<file path="config.mk">
export PLATFORM = sky130hd
export DESIGN_NAME = acm_top
export DESIGN_NICKNAME = d
export VERILOG_FILES = /design/src/rtl/acm_sar.v /design/src/rtl/acm_trig.v /design/src/rtl/acm_top.v
export VERILOG_INCLUDE_DIRS = /design/src /design/src/common
export SDC_FILE = /design/constraint.sdc
export NUM_CORES = 1
export LEC_CHECK = 0
export BUFFER_PORTS_ARGS = -buffer_cell sky130_fd_sc_hd__buf_2
export CAP_MARGIN = 20
export CORE_MARGIN = 4
export CORE_UTILIZATION = 45
export DETAILED_ROUTE_END_ITERATION = 16
export GPL_TIMING_DRIVEN = 1
export PLACE_DENSITY_LB_ADDON = 0.08
export SETUP_SLACK_MARGIN = 0.2
export SYNTH_ARGS = -nofsm -noshare
export SYNTH_HDL_FRONTEND = slang
export SYNTH_HIERARCHICAL = 1
export SYNTH_SLANG_ARGS = --single-unit
</file>
<file path="constraint.sdc">
create_clock -name pclk -period 3.44 [get_ports pclk]
set_clock_uncertainty 0.1 [all_clocks]
set_input_delay 0.516 -clock pclk [delete_from_list [all_inputs] [get_ports pclk]]
set_output_delay 0.516 -clock pclk [all_outputs]
set_load 0.05 [all_outputs]
</file>
<file path="src/common/acm_defs.vh">
// Overview of operation
// - single mode: selector 0..7 picks one input; top bit set prohibited
// - four-scan: codes 0-3 scan from input 0, 4-7 from input 4
// - eight-scan: always from input 0, count is low three bits plus one
// - status bit 4 reads zero, writes ignored
// - trigger field 00: only software start bit write starts conversion
// - trigger 01 pulse timer starts; trigger 10 eight-bit timer starts
// - trigger 11 enables the active-low external trigger pin
// - external pin falling edge sets start bit, then as software start
// - mode field upper bit zero selects single mode, lower bit ignored
// - mode 10 scan_group_size up to four inputs, 11 up to eight
// - time select 00..11 gives 530, 266, 134, 68 states maximum
// - control bits 1 and 0 read zero; register resets to zero
// - each sample resolved by successive approximation to ten bits
// - one write may change channel and set start together; mode needs its own write
// - start begins, clear stops; single mode self-clears, scan stays set
// - end flag after single conversion or whole scan group; irq if enabled
// - result in data register bits 15 to 6, low six read zero
`ifndef ACM_DEFS_VH
`define ACM_DEFS_VH
`define ACM_ADDR_CSR 12'h000
`define ACM_ADDR_CR 12'h004
`define ACM_ADDR_DATA0 12'h010
`define ACM_ADDR_DATA7 12'h02c
`define ACM_CSR_FLAG 7
`define ACM_CSR_IE 6
`define ACM_CSR_START 5
`define ACM_CSR_WMASK 8'h6f
`define ACM_CR_WMASK 8'hfc
`define ACM_CR_RESET 8'h00
`define ACM_TRG_NONE 2'h0
`define ACM_TRG_PTU 2'h1
`define ACM_TRG_TMR8 2'h2
`define ACM_TRG_PIN 2'h3
`define ACM_SAR_BITS 4'ha
`define ACM_T0 10'h212
`define ACM_T1 10'h10a
`define ACM_T2 10'h086
`define ACM_T3 10'h044
`endif

</file>
<file path="src/rtl/acm_sar.v">
`timescale 1ns/10ps
`include "acm_defs.vh"
// successive approximation engine, one conversion per go pulse
module acm_sar (
  input wire pclk,
  input wire presetn,
  input wire go,
  input wire abort,
  input wire [9:0] conv_time,
  input wire cmp_hi,
  output reg [9:0] dac_code,
  output reg busy,
  output reg done,
  output reg [9:0] result
);
  reg [9:0] cnt_q;
  reg [3:0] bit_q;
  // trial code with the current bit kept or dropped by the comparator
  wire [9:0] kept = cmp_hi ? dac_code : dac_code & ~(10'h200 >> bit_q);
  // comparator answer comes back two edges after a new trial code
  // (registered pin, then the comparator), so each bit takes two states;
  // bits resolve in the last twenty states, earlier ones are sampling
  always @(posedge pclk or negedge presetn) begin
    if (!presetn) begin
      cnt_q <= 10'h000;
      bit_q <= 4'h0;
      dac_code <= 10'h000;
      busy <= 1'b0;
      done <= 1'b0;
      result <= 10'h000;
    end else begin
      done <= 1'b0;
      if (abort) begin
        busy <= 1'b0;
      end else if (go) begin
        busy <= 1'b1;
        cnt_q <= conv_time - 10'h001;
        bit_q <= 4'h0;
        dac_code <= 10'h200;
      end else if (busy) begin
        cnt_q <= cnt_q - 10'h001;
        if (cnt_q <= {5'h00, `ACM_SAR_BITS, 1'b0} && !cnt_q[0]) begin
          if (bit_q != `ACM_SAR_BITS - 4'h1) begin
            bit_q <= bit_q + 4'h1;
            dac_code <= kept | (10'h100 >> bit_q);
          end else begin
            result <= kept;
            busy <= 1'b0;
            done <= 1'b1;
          end
        end
      end
    end
  end
endmodule

</file>
<file path="src/rtl/acm_trig.v">
`timescale 1ns/10ps
`include "acm_defs.vh"
// selects one hardware start source
module acm_trig (
  input wire pclk,
  input wire presetn,
  input wire [1:0] source,
  input wire ptu_trig,
  input wire tmr8_trig,
  input wire ext_trigger_pin_n,
  output reg fire
);
  reg pin_q;
  always @(posedge pclk or negedge presetn) begin
    if (!presetn) begin
      pin_q <= 1'b1;
      fire <= 1'b0;
    end else begin
      pin_q <= ext_trigger_pin_n;
      case (source)
        `ACM_TRG_NONE: fire <= 1'b0;
        `ACM_TRG_PTU: fire <= ptu_trig;
        `ACM_TRG_TMR8: fire <= tmr8_trig;
        `ACM_TRG_PIN: fire <= pin_q & ~ext_trigger_pin_n;
        default: fire <= 1'b0;
      endcase
    end
  end
endmodule

</file>
<file path="src/rtl/acm_top.v">
// Design decisions made here: the register addresses and the APB slave port.
`timescale 1ns/10ps
`include "acm_defs.vh"
module acm_top (
  input wire pclk,
  input wire presetn,
  input wire psel,
  input wire penable,
  input wire pwrite,
  input wire [11:0] paddr,
  input wire [31:0] pwdata,
  output reg [31:0] prdata,
  output reg pready,
  output reg pslverr,
  input wire ptu_trig,
  input wire tmr8_trig,
  input wire ext_trigger_pin_n,
  input wire cmp_hi,
  output reg [9:0] dac_code_q,
  output reg [2:0] analog_sel_q,
  output reg sample_q,
  output reg conversion_end_interrupt
);
  localparam ST_IDLE = 2'h0;
  localparam ST_RUN = 2'h1;
  localparam ST_WAIT = 2'h2;

  reg [7:0] csr_q;
  reg [7:0] cr_q;
  reg [1:0] st_q;
  reg [2:0] ch_q;
  reg [9:0] res_q [0:7];
  reg sar_go_q;
  wire [9:0] dac;
  wire busy;
  wire done;
  wire [9:0] result;
  wire fire;
  reg [9:0] conv_time;
  reg [2:0] first_ch;
  reg [2:0] last_ch;
  integer i;

  function valid_sel;
    input [3:0] sel;
    begin
      valid_sel = ~sel[3];
    end
  endfunction

  ////////////////////////////////////////////////////////////////////
  acm_trig u_trig (
    .pclk(pclk),
    .presetn(presetn),
    .source(cr_q[7:6]),
    .ptu_trig(ptu_trig),
    .tmr8_trig(tmr8_trig),
    .ext_trigger_pin_n(ext_trigger_pin_n),
    .fire(fire)
  );

  acm_sar u_sar (
    .pclk(pclk),
    .presetn(presetn),
    .go(sar_go_q),
    .abort(~csr_q[`ACM_CSR_START]),
    .conv_time(conv_time),
    .cmp_hi(cmp_hi),
    .dac_code(dac),
    .busy(busy),
    .done(done),
    .result(result)
  );

  ////////////////////////////////////////////////////////////////////
  always @* begin
    case (cr_q[3:2])
      2'h0: conv_time = `ACM_T0;
      2'h1: conv_time = `ACM_T1;
      2'h2: conv_time = `ACM_T2;
      default: conv_time = `ACM_T3;
    endcase
    if (cr_q[5] && !cr_q[4]) begin
      first_ch = {csr_q[2], 2'h0};
      last_ch = {csr_q[2], csr_q[1:0]};
    end else if (cr_q[5]) begin
      first_ch = 3'h0;
      last_ch = csr_q[2:0];
    end else begin
      first_ch = csr_q[2:0];
      last_ch = csr_q[2:0];
    end
  end

  wire acc = psel & penable;
  wire wr = acc & pwrite;
  wire wr_csr = wr & (paddr == `ACM_ADDR_CSR);
  wire wr_cr = wr & (paddr == `ACM_ADDR_CR);
  // eight result words from the data base address, one per input
  wire [11:0] data_off = paddr - `ACM_ADDR_DATA0;
  wire data_hit = paddr >= `ACM_ADDR_DATA0 && paddr <= `ACM_ADDR_DATA7 &&
    paddr[1:0] == 2'h0;
  // start bit rising from software or trigger; written settings are used
  wire [7:0] csr_w = (csr_q & ~`ACM_CSR_WMASK) |
    (pwdata[7:0] & `ACM_CSR_WMASK);
  wire sw_set = wr_csr & pwdata[`ACM_CSR_START] & ~csr_q[`ACM_CSR_START];
  wire hw_set = fire & ~csr_q[`ACM_CSR_START];

  ////////////////////////////////////////////////////////////////////
  always @(posedge pclk or negedge presetn) begin
    if (!presetn) begin
      csr_q <= 8'h00;
      cr_q <= `ACM_CR_RESET;
      st_q <= ST_IDLE;
      ch_q <= 3'h0;
      sar_go_q <= 1'b0;
      for (i = 0; i < 8; i = i + 1)
        res_q[i] <= 10'h000;
    end else begin
      sar_go_q <= 1'b0;
      if (wr_cr)
        cr_q <= pwdata[7:0] & `ACM_CR_WMASK;
      if (wr_csr) begin
        csr_q[6:0] <= csr_w[6:0];
        // flag clears only by zero write; hardware set below wins
        if (!pwdata[`ACM_CSR_FLAG])
          csr_q[`ACM_CSR_FLAG] <= 1'b0;
      end
      if (hw_set)
        csr_q[`ACM_CSR_START] <= 1'b1;
      case (st_q)
        ST_IDLE: begin
          if ((sw_set | hw_set) & valid_sel(
              wr_csr ? csr_w[3:0] : csr_q[3:0])) begin
            st_q <= ST_WAIT;
          end else if (sw_set | hw_set) begin
            csr_q[`ACM_CSR_START] <= 1'b0;
          end
        end
        ST_WAIT: begin
          // settings are registered now; begin at group head
          ch_q <= first_ch;
          sar_go_q <= 1'b1;
          st_q <= ST_RUN;
        end
        ST_RUN: begin
          if (!csr_q[`ACM_CSR_START]) begin
            st_q <= ST_IDLE;
          end else if (done) begin
            res_q[ch_q] <= result;
            if (ch_q == last_ch) begin
              csr_q[`ACM_CSR_FLAG] <= 1'b1;
              if (!cr_q[5]) begin
                csr_q[`ACM_CSR_START] <= 1'b0;
                st_q <= ST_IDLE;
              end else begin
                ch_q <= first_ch;
                sar_go_q <= 1'b1;
              end
            end else begin
              ch_q <= ch_q + 3'h1;
              sar_go_q <= 1'b1;
            end
          end
        end
        default: st_q <= ST_IDLE;
      endcase
    end
  end

  ////////////////////////////////////////////////////////////////////
  // zero-wait slave: pready high in every access phase
  always @(posedge pclk or negedge presetn) begin
    if (!presetn) begin
      prdata <= 32'h00000000;
      pready <= 1'b0;
      pslverr <= 1'b0;
      dac_code_q <= 10'h000;
      analog_sel_q <= 3'h0;
      sample_q <= 1'b0;
      conversion_end_interrupt <= 1'b0;
    end else begin
      pready <= psel & ~penable;
      pslverr <= 1'b0;
      prdata <= 32'h00000000;
      if (psel & ~penable & ~pwrite) begin
        if (paddr == `ACM_ADDR_CSR)
          prdata <= {24'h000000, csr_q & 8'hef};
        else if (paddr == `ACM_ADDR_CR)
          prdata <= {24'h000000, cr_q};
        else if (data_hit)
          prdata <= {16'h0000, res_q[data_off[4:2]], 6'h00};
        else
          pslverr <= 1'b1;
      end else if (psel & ~penable) begin
        pslverr <= paddr != `ACM_ADDR_CSR && paddr != `ACM_ADDR_CR;
      end
      dac_code_q <= dac;
      analog_sel_q <= ch_q;
      sample_q <= busy;
      conversion_end_interrupt <= csr_q[`ACM_CSR_FLAG] &
        csr_q[`ACM_CSR_IE];
    end
  end
endmodule

</file>
Word level (Yosys, flattened, before mapping). Index checks and enable logic that the tools add are counted.

Add/sub/neg operators: 5. $lt $le $gt $ge: 6. Equality and inequality tests: 18. Shift operators: 2. Mux-type cells: 71. Bitwise logic cells: 26. Reduce and logical (&&, ||, !) cells: 24.

Operators by type and width (count): two-way mux 10 bit (10); bitwise mux 80 bit (1); two-way mux 16 bit (4); two-way mux 1 bit (31); binary-select mux 10 bit (select 3 bit) (1); demux 10 bit (select 3 bit) (1); case mux 10 bit (3 select lines) (1); two-way mux 4 bit (5); subtractor 10 x 1 -> 10 bit, second input constant (2); two-way mux 3 bit (6); AND 1 bit (12); equality test 12 x 3 -> 1 bit, second input constant (1); greater-or-equal comparator 12 x 5 -> 1 bit, second input constant (1); less-or-equal comparator 12 x 6 -> 1 bit, second input constant (1); logical NOT 12 bit (1); != test 12 x 3 -> 1 bit, second input constant (1); AND reduction 4 bit (3); nonzero test 12 bit (1); AND 10 bit (1); less-or-equal comparator 10 x 5 -> 1 bit, second input constant (1); two-way mux 2 bit (5); NOT 10 bit (1); OR 10 bit (1); >> shifter 10 x 4 -> 10 bit, first input constant (1); 30 further kinds (59).

Bits in registers: 187. Input bits: 53. Output and inout port bits: 49. Word-level logic and storage cells: 181.

Longest topological paths before layout. Gate-level depths: netlist of the first run.

Depth in word-level cells: 10. Gate-level depth with buffers: 9. Mapped depth without buffers: 7.

By module. Netlist of the first run, hierarchy kept.

Modules (own cells, without submodules): acm_top (instances 1, cells an instance 404, area an instance 5834.3 µm², sequential area each 3303.2 µm²); acm_sar (instances 1, cells an instance 221, area an instance 2034.5 µm², sequential area each 900.9 µm²); acm_trig (instances 1, cells an instance 6, area an instance 76.3 µm², sequential area each 51.3 µm²).

Worst setup path after synthesis of the first run. No wires, ideal clock.

Path kind: flip-flop to flip-flop. Start point: reg sar_go_q. End point: reg u_sar.cnt_q[8]. Setup time: 87 ps. Arrival time: 2447 ps. Data required time: 3253 ps. Path slack: 807 ps. Stages on the path, launching flop included: 10. Path buffers: 3. Period minus slack after synthesis: 2633 ps. Cells stage by stage: dfrtp_1 clkbuf_1 clkbuf_1 buf_1 mux2i_1 ha_1 o21a_1 nand2_1 or4b_1 o211ai_1.

Cells in the longest elaborated chain, start to end: 2. Elaborated cells between the ends (all ways): 3. Classes of those cells: mux: 1; reduce/logical: 2.

RTL lines: start, declared (RTL line acm_top.v:33) `reg sar_go_q;`; start signal, assigned (RTL line acm_top.v:116) `sar_go_q <= 1'b0;`; start signal, assigned (RTL line acm_top.v:120) `sar_go_q <= 1'b0;`; start signal, assigned (RTL line acm_top.v:143) `sar_go_q <= 1'b1;`; nonzero test 2 bit (no line); AND reduction 2 bit (no line); end signal, assigned (RTL line acm_sar.v:37) `cnt_q <= conv_time - 10'h001;`; end signal, assigned (RTL line acm_sar.v:41) `cnt_q <= cnt_q - 10'h001;`; end, declared (RTL line acm_sar.v:16) `reg [9:0] cnt_q;`.

Parallel ways exist; a longest one is shown, timed or not. A chain may end at the register's enable or synchronous reset.

Worst setup path in the final report of the first run.
Start point: reg sar_go_q. End point: reg u_sar.cnt_q[7].

The elaborated chain is that of the path after synthesis.

==> run metrics, run 1 <==
Final HPWL DP 11.9 mm; RSZ-0062 raised after global routing no; worst min path class input port to register; Max FO, Critical Path 27; WL/cell 18.2 um; row cnt 48; Die X 141 um; initial antenna violation count 0; IO buf count 61; commonest non-fill, non-tap cell in the layout dfrtp_1; startpoint type of the worst setup path register; ys async rst share 1.00; largest net degree at the start of global routing 54; number of synthesized flops with an enable pin 0; Ys Warns 6; Synth cell types 75; R2R setup slack 800 ps; cell count after synthesis 631; R2R cell count 5; hold path start ext_trigger_pin_n; clock root cell clkbuf_16; share of cells above drive strength 1 0.322; CP cell instances nor4b_1 > o22ai_1 > or3_1 > xor2_1 > a221oi_1; Tmin final 2640 ps; worst slew pin tran 814 ps; Sink Count 170; Core Area 17300 um2; outcome completed; CTS buffer count 17; GRT Total Usage 0.184; WHS 102 ps; most frequent cells in the layout dfrtp_1 (169), mux2_2 (91), buf_2 (60); final worst path period share 0.767; DRT Pass-1 Iters 6; syn avg cell area 12.6 um2; delay-heaviest family, CP simple AND/OR/NAND/NOR gates; FF-to-FF Start sar_go_q; max-cap violation count 0; Bufs on Longest Clock Path 2; capture point of the worst reg-to-reg path u_sar/cnt_q[7]; Skew-Pair Late Insertion Delay 420 ps; first-pass GRT wire length 28.9 mm; data arrival time of the critical path 2860 ps; Placed Cells 914; fin cells 946; final instance area 9110 um2; # DRC 0; clk slew on worst S/H paths 60 ps; DR vias 5192; Iter 0 DRT Violations 283; slowest cell on the critical path dfrtp_1; leading register cell type out of synthesis dfrtp_1; register area share after synthesis 0.536; placed inst area 8490 um2; Layout area overhead 14.6%; Placer Congestion 0.838; Fillers 1540; Die Footprint 19800 um2; Post-layout nets 773; Initial Util 0.459; Via density 5.49; H-tree depth 4; crit-path max cell delay 870 ps; GRT overflow 0; Fin. Hold Viols 0; Max Slew Vio Count 0; DRT Wirelength 17.2 mm; Slew headroom 0.457; Worst Hold Path Cells 1; TritonCTS clock tree built; post-route antenna net violation count 0; #FFs+latches synth 170; Worst VDD drop 0.408 mV; synthesized area 7950 um2; antenna cells 0; crit path capture type register; final setup fails 0; Setup TNS 0 ps; Lkg Pwr 0.00438 uW; I/O Pins 102; number of global-route vias before repair 5420; fmax 379 MHz; Setup CP Type register to register; Buf+Inv Stages, Crit Path 0; Power Dens Cells 468 nW/um2; worst hold endpoint u_trig/pin_q; worst path required time 3660 ps; Die Ht 141 um
## cells by family (layout without fill, tap and decap cells)
kind of cell,after synthesis,after routing,synth area share
DFF,170,170,0.536
muxes,128,128,0.208
AOI/OAI and AO/OA,108,108,0.0882
adders and majority gates,11,11,0.0173
other,1,24,0.000472
and+or+nand+nor,144,144,0.0975
buffers and inverters,57,124,0.0400
xor gates and xnor gates,12,12,0.0132
## flip-flops by register name, summed over array words and instances, names as in the netlist
| signal | count |
|---|---|
| pslverr | 1 |
| dac_code_q | 10 |
| u_trig/pin_q | 1 |
| ch_q | 3 |
| u_sar/result | 10 |
| u_trig/fire | 1 |
| u_sar/done | 1 |
| csr_q | 7 |
| u_sar/cnt_q | 10 |
| pready | 1 |
| res_q | 80 |
| u_sar/bit_q | 4 |
| st_q | 2 |
| conversion_end_interrupt | 1 |
| u_sar/busy | 1 |
| prdata | 16 |
| u_sar/dac_code | 10 |
| cr_q | 6 |
| analog_sel_q | 3 |
| sample_q | 1 |
| sar_go_q | 1 |
## what timing repair did
item                                   in CTS  in global routing
hold buffers                                1                  0
endpoints found under the hold margin      49                  0
setup buffers                               0                  0
resized for setup                           0                  0
## report_power, final
group / switching (uW) / internal (uW) / leakage, uW
logic: 181 / 70.9 / 0.00185
registers: 25.2 / 2010 / 0.00224
clock network: 803 / 1170 / 0.000289
## final cells by class
type                            instances  area [um2]  area share
Tap cell                              225         282      0.0309
Clock inverter                         13         170      0.0187
Clock buffer                           18         439      0.0482
Timing Repair Buffer                   76         439      0.0482
Sequential cell                       170        4260       0.467
Inverter                               17        63.8     0.00701
Multi-Input combinational cell        427        3460       0.380
## layer usage
layer / up-vias / GRT usage / part of all wire
li1: 2422 / - / -
met1: 2669 / 0.261 / 0.47
met2: 92 / 0.293 / 0.49
met3: 9 / 0.0431 / 0.038
met4: 0 / 0.0403 / 0.0058
met5: - / 0 / 0
## how the worst max path moves through the flow
stage | depth (start not counted) | slack, ps | end | from
2_1_floorplan | 9 | 810 | u_sar/cnt_q[8] | sar_go_q
3_3_place_gp | 5 | 820 | u_sar/dac_code[8] | u_sar/cnt_q[5]
3_5_place_dp | 5 | 790 | u_sar/cnt_q[7] | sar_go_q
4_1_cts | 5 | 800 | u_sar/dac_code[8] | u_sar/cnt_q[5]
5_1_grt | 6 | 550 | u_sar/cnt_q[6] | sar_go_q
6_report | 5 | 800 | u_sar/cnt_q[7] | sar_go_q
## cells in the mapped netlist (6+ instances only)
library cell  instances  share of area
a21oi_1              13         0.0082
a22o_1                6         0.0066
and3_1                6         0.0047
buf_4                16          0.015
clkbuf_1             12         0.0057
dfrtp_1             169           0.53
ha_1                 11          0.017
inv_1                16         0.0076
mux2_2               91           0.13
mux2i_1              16          0.020
mux4_2               20          0.057
nand2_1              40          0.019
nand2b_1             11         0.0087
nor2_1               34          0.016
o21ai_0              42          0.026
o22ai_1               6         0.0047
xor2_1                9         0.0099
## through the flow
| step | setup WS, ps | total power (uW) | utilization |
|---|---|---|---|
| after global routing | 552 | 4440 | 0.527 |
| after floorplan | 807 | 2250 | - |
| after global placement | 816 | 2320 | 0.491 |
| after CTS | 801 | 4310 | 0.527 |
| final | 801 | 4260 | 0.527 |
| after detailed placement | 788 | 2330 | 0.491 |
(Power assumes the default switching activity.)
==> run 2, diff against run 1 <==
--- a/config.mk
+++ b/config.mk
@@ -6,6 +6,7 @@
 export SDC_FILE = /design/constraint.sdc
 export NUM_CORES = 1
 export LEC_CHECK = 0
+export ABC_AREA = 1
 export BUFFER_PORTS_ARGS = -buffer_cell sky130_fd_sc_hd__buf_2
 export CAP_MARGIN = 20
 export CORE_MARGIN = 4
==> constraint.sdc (replaced) <==
create_clock -name pclk -period 2.2 [get_ports pclk]
set_clock_uncertainty 0.1 [all_clocks]
set_input_delay 0.33 -clock pclk [delete_from_list [all_inputs] [get_ports pclk]]
set_output_delay 0.33 -clock pclk [all_outputs]
set_load 0.05 [all_outputs]
==> run 2 against run 1 <==
Effect of this change: area after synthesis rose by 1.5%; clock power up 57%; via count increased by 17%; critical path depth up 4; register-to-register slack got worse by 410 ps; largest power group unchanged; die area increased by 1.4%; critical endpoint is now u_sar/dac_code[5]; worst hold slack got worse by 69 ps; first-iteration DRC count rose by 36%; setup slack got worse by 410 ps.
==> run metrics, run 2 <==
Clock Power Share 0.382; H-tree depth 4; Iter 0 DRT Violations 385; register area share after synthesis 0.528; combinational power share 0.188; IO buf count 61; clk slew on worst S/H paths 60 ps; Max FO, Critical Path 12; largest family of logic cells by synthesized area simple AND/OR/NAND/NOR gates; post-synthesis mux area share 0.00559; Die Ht 142 um; # DRC 0; Die X 142 um; Sw Pwr 2390 uW; CTS buffer count 17; syn avg cell area 8.89 um2; cell-internal power 5710 uW; DRT Pass-1 Iters 5; row cnt 48; post-route antenna net violation count 0; hold path start pwdata[0]; Power Dens Cells 873 nW/um2; WL/cell 15.1 um; Fin. Hold Viols 0; largest registers res_q (80), prdata (16); largest cells by area after synthesis dfrtp_1 (52%), nand2_1 (11%), o21ai_0 (7.4%); Placer Congestion 0.792; Lkg Pwr 0.00467 uW; cell count after synthesis 907; Largest register FFs 80; placed inst area 8620 um2; outcome completed; most frequent cells in the layout nand2_1 (242), dfrtp_1 (169), o21ai_0 (119); Initial Util 0.463; final setup fails 0; largest net degree at the start of global routing 51; met2 wire length 8.37 mm; utilization after layout 0.533; final instance area 9280 um2; Reg power frac 0.430; Final HPWL DP 12.6 mm; worst hold endpoint csr_q[0]; startpoint type of the worst setup path register; ys async rst share 1.00; Skew-Pair Late Insertion Delay 420 ps; largest area contributor in the netlist dfrtp_1; number of synthesized flops with an enable pin 0; share of the synthesized area in the top cell type 0.524; Slew headroom 0.662; final worst slack 389 ps; Worst VDD drop 0.668 mV; Worst Hold Path Cells 3; first-pass GRT wire length 30.9 mm; GRT Total Usage 0.192; WL met3 694 um; crit path capture type register; Setup CP Type register to register; TritonCTS clock tree built; capture point of the worst reg-to-reg path u_sar/dac_code[5]; antenna cells 0; max-cap violation count 0; FF-to-FF Start u_sar/bit_q[1]; most common cell in the synthesized netlist nand2_1; Tmin final 1810 ps; Layout area overhead 15.1%; commonest non-fill, non-tap cell in the layout nand2_1; leading register cell type out of synthesis dfrtp_1; Max Slew Vio Count 0; top layer in use met4; worst path required time 2460 ps; most flop-heavy register res_q; Post-layout nets 1039; data arrival time of the critical path 2070 ps; #FFs+latches synth 170; Core Area 17400 um2; metal1 wirelength 9.15 mm; R2R cell count 9; clock root cell clkbuf_16; DRT Wirelength 18.4 mm; Post-synth top cells nand2_1 (242), dfrtp_1 (169), o21ai_0 (119), inv_1 (81), nand3_1 (42); Synth cell types 51; worst slew pin tran 507 ps; R2R setup slack 390 ps; Sink Count 170; final worst path period share 0.823; share of cells above drive strength 1 0.187; simple-gate share of the synthesized area 0.215; xor/xnor share of the synthesized area 0.00543; Net Sw Frac 0.295; Ys Warns 6; Setup TNS 0 ps; post-synthesis adder-cell area fraction 0.0171; I/O Pins 102; worst min path class input port to register; DR vias 6076; Via density 5.01; number of global-route vias before repair 5934; Compound-Gate Fraction of Synth Area 0.142; Bufs on Longest Clock Path 2; GRT overflow 0; Die Footprint 20100 um2; RSZ-0062 raised after global routing no; fmax 552 MHz; synthesized area 8060 um2; initial antenna violation count 0; Setup WS pre-CTS 227 ps
==> run 2: area by class of cell <==
class	instances	area, um2
clock inverters	7	116
repair buffers	89	602
inverters	88	338
flip-flops and latches	170	4260
multi-input cells	609	3190
well taps	225	282
fillers	1657	8130
clock buffers	25	495
==> run 2: routing by layer <==
metal  up-vias  global-route usage
met1      2883               0.278
met5         -                   0
li1       3084                   -
met3         8              0.0351
met2       101               0.303
met4         0              0.0404
==> run 2: power by group through the flow <==
| stage | Combinational [uW] | Sequential (uW) | Clock (uW) |
|---|---|---|---|
| detailed placement | 1530 | 3540 | 0 |
| global route | 1720 | 3520 | 3330 |
| CTS | 1540 | 3490 | 3180 |
| finish | 1520 | 3480 | 3100 |
| floorplan | 1070 | 3610 | 0 |
| global placement | 1520 | 3550 | 0 |
==> run 2: cell families after synthesis <==
group / after synthesis
AOI/OAI and AO/OA: 195
xor gates and xnor gates: 5
adders and majority gates: 11
buffers and inverters: 145
DFF: 170
muxes: 3
other: 1
and+or+nand+nor: 377
==> run 2: what timing repair did <==
action / CTS / global route
endpoints found under the hold margin: 46 / 0
buffers inserted: 0 / 2
hold buffers: 2 / 0
gates resized for setup: 0 / 3
endpoints found under the setup margin: 0 / 80
==> run 2: metrics by stage <==
step           total power [uW]  instances  hold slack, ps
2_1_floorplan              4680        924           -65.6
3_3_place_gp               5060       1177             227
3_5_place_dp               5070       1177             220
4_1_cts                    8200       1211            24.0
5_1_grt                    8570       1213            29.4
6_report                   8100       1213            33.9
==> run 2: worst max-delay path by stage <==
stage / startpoint / endpoint / slack [ps] / depth (start not counted)
4_1_cts: st_q[1] / res_q[61] / 230 / 8
2_1_floorplan: st_q[1] / res_q[0] / 580 / 8
5_1_grt: st_q[1] / res_q[23] / 230 / 7
3_3_place_gp: st_q[1] / res_q[13] / 290 / 8
6_report: u_sar/bit_q[1] / u_sar/dac_code[5] / 390 / 9
3_5_place_dp: st_q[1] / res_q[10] / 230 / 8
==> run 2: worst max-delay path, cell delays in order, from the launching register on <==
cell	delay [ps]
dfrtp_1	390
inv_1	100
ha_1	240
nand3_2	120
nand2_1	60
nand3b_4	270
nor2_4	230
buf_12	140
nand2_1	60
nand2_1	60
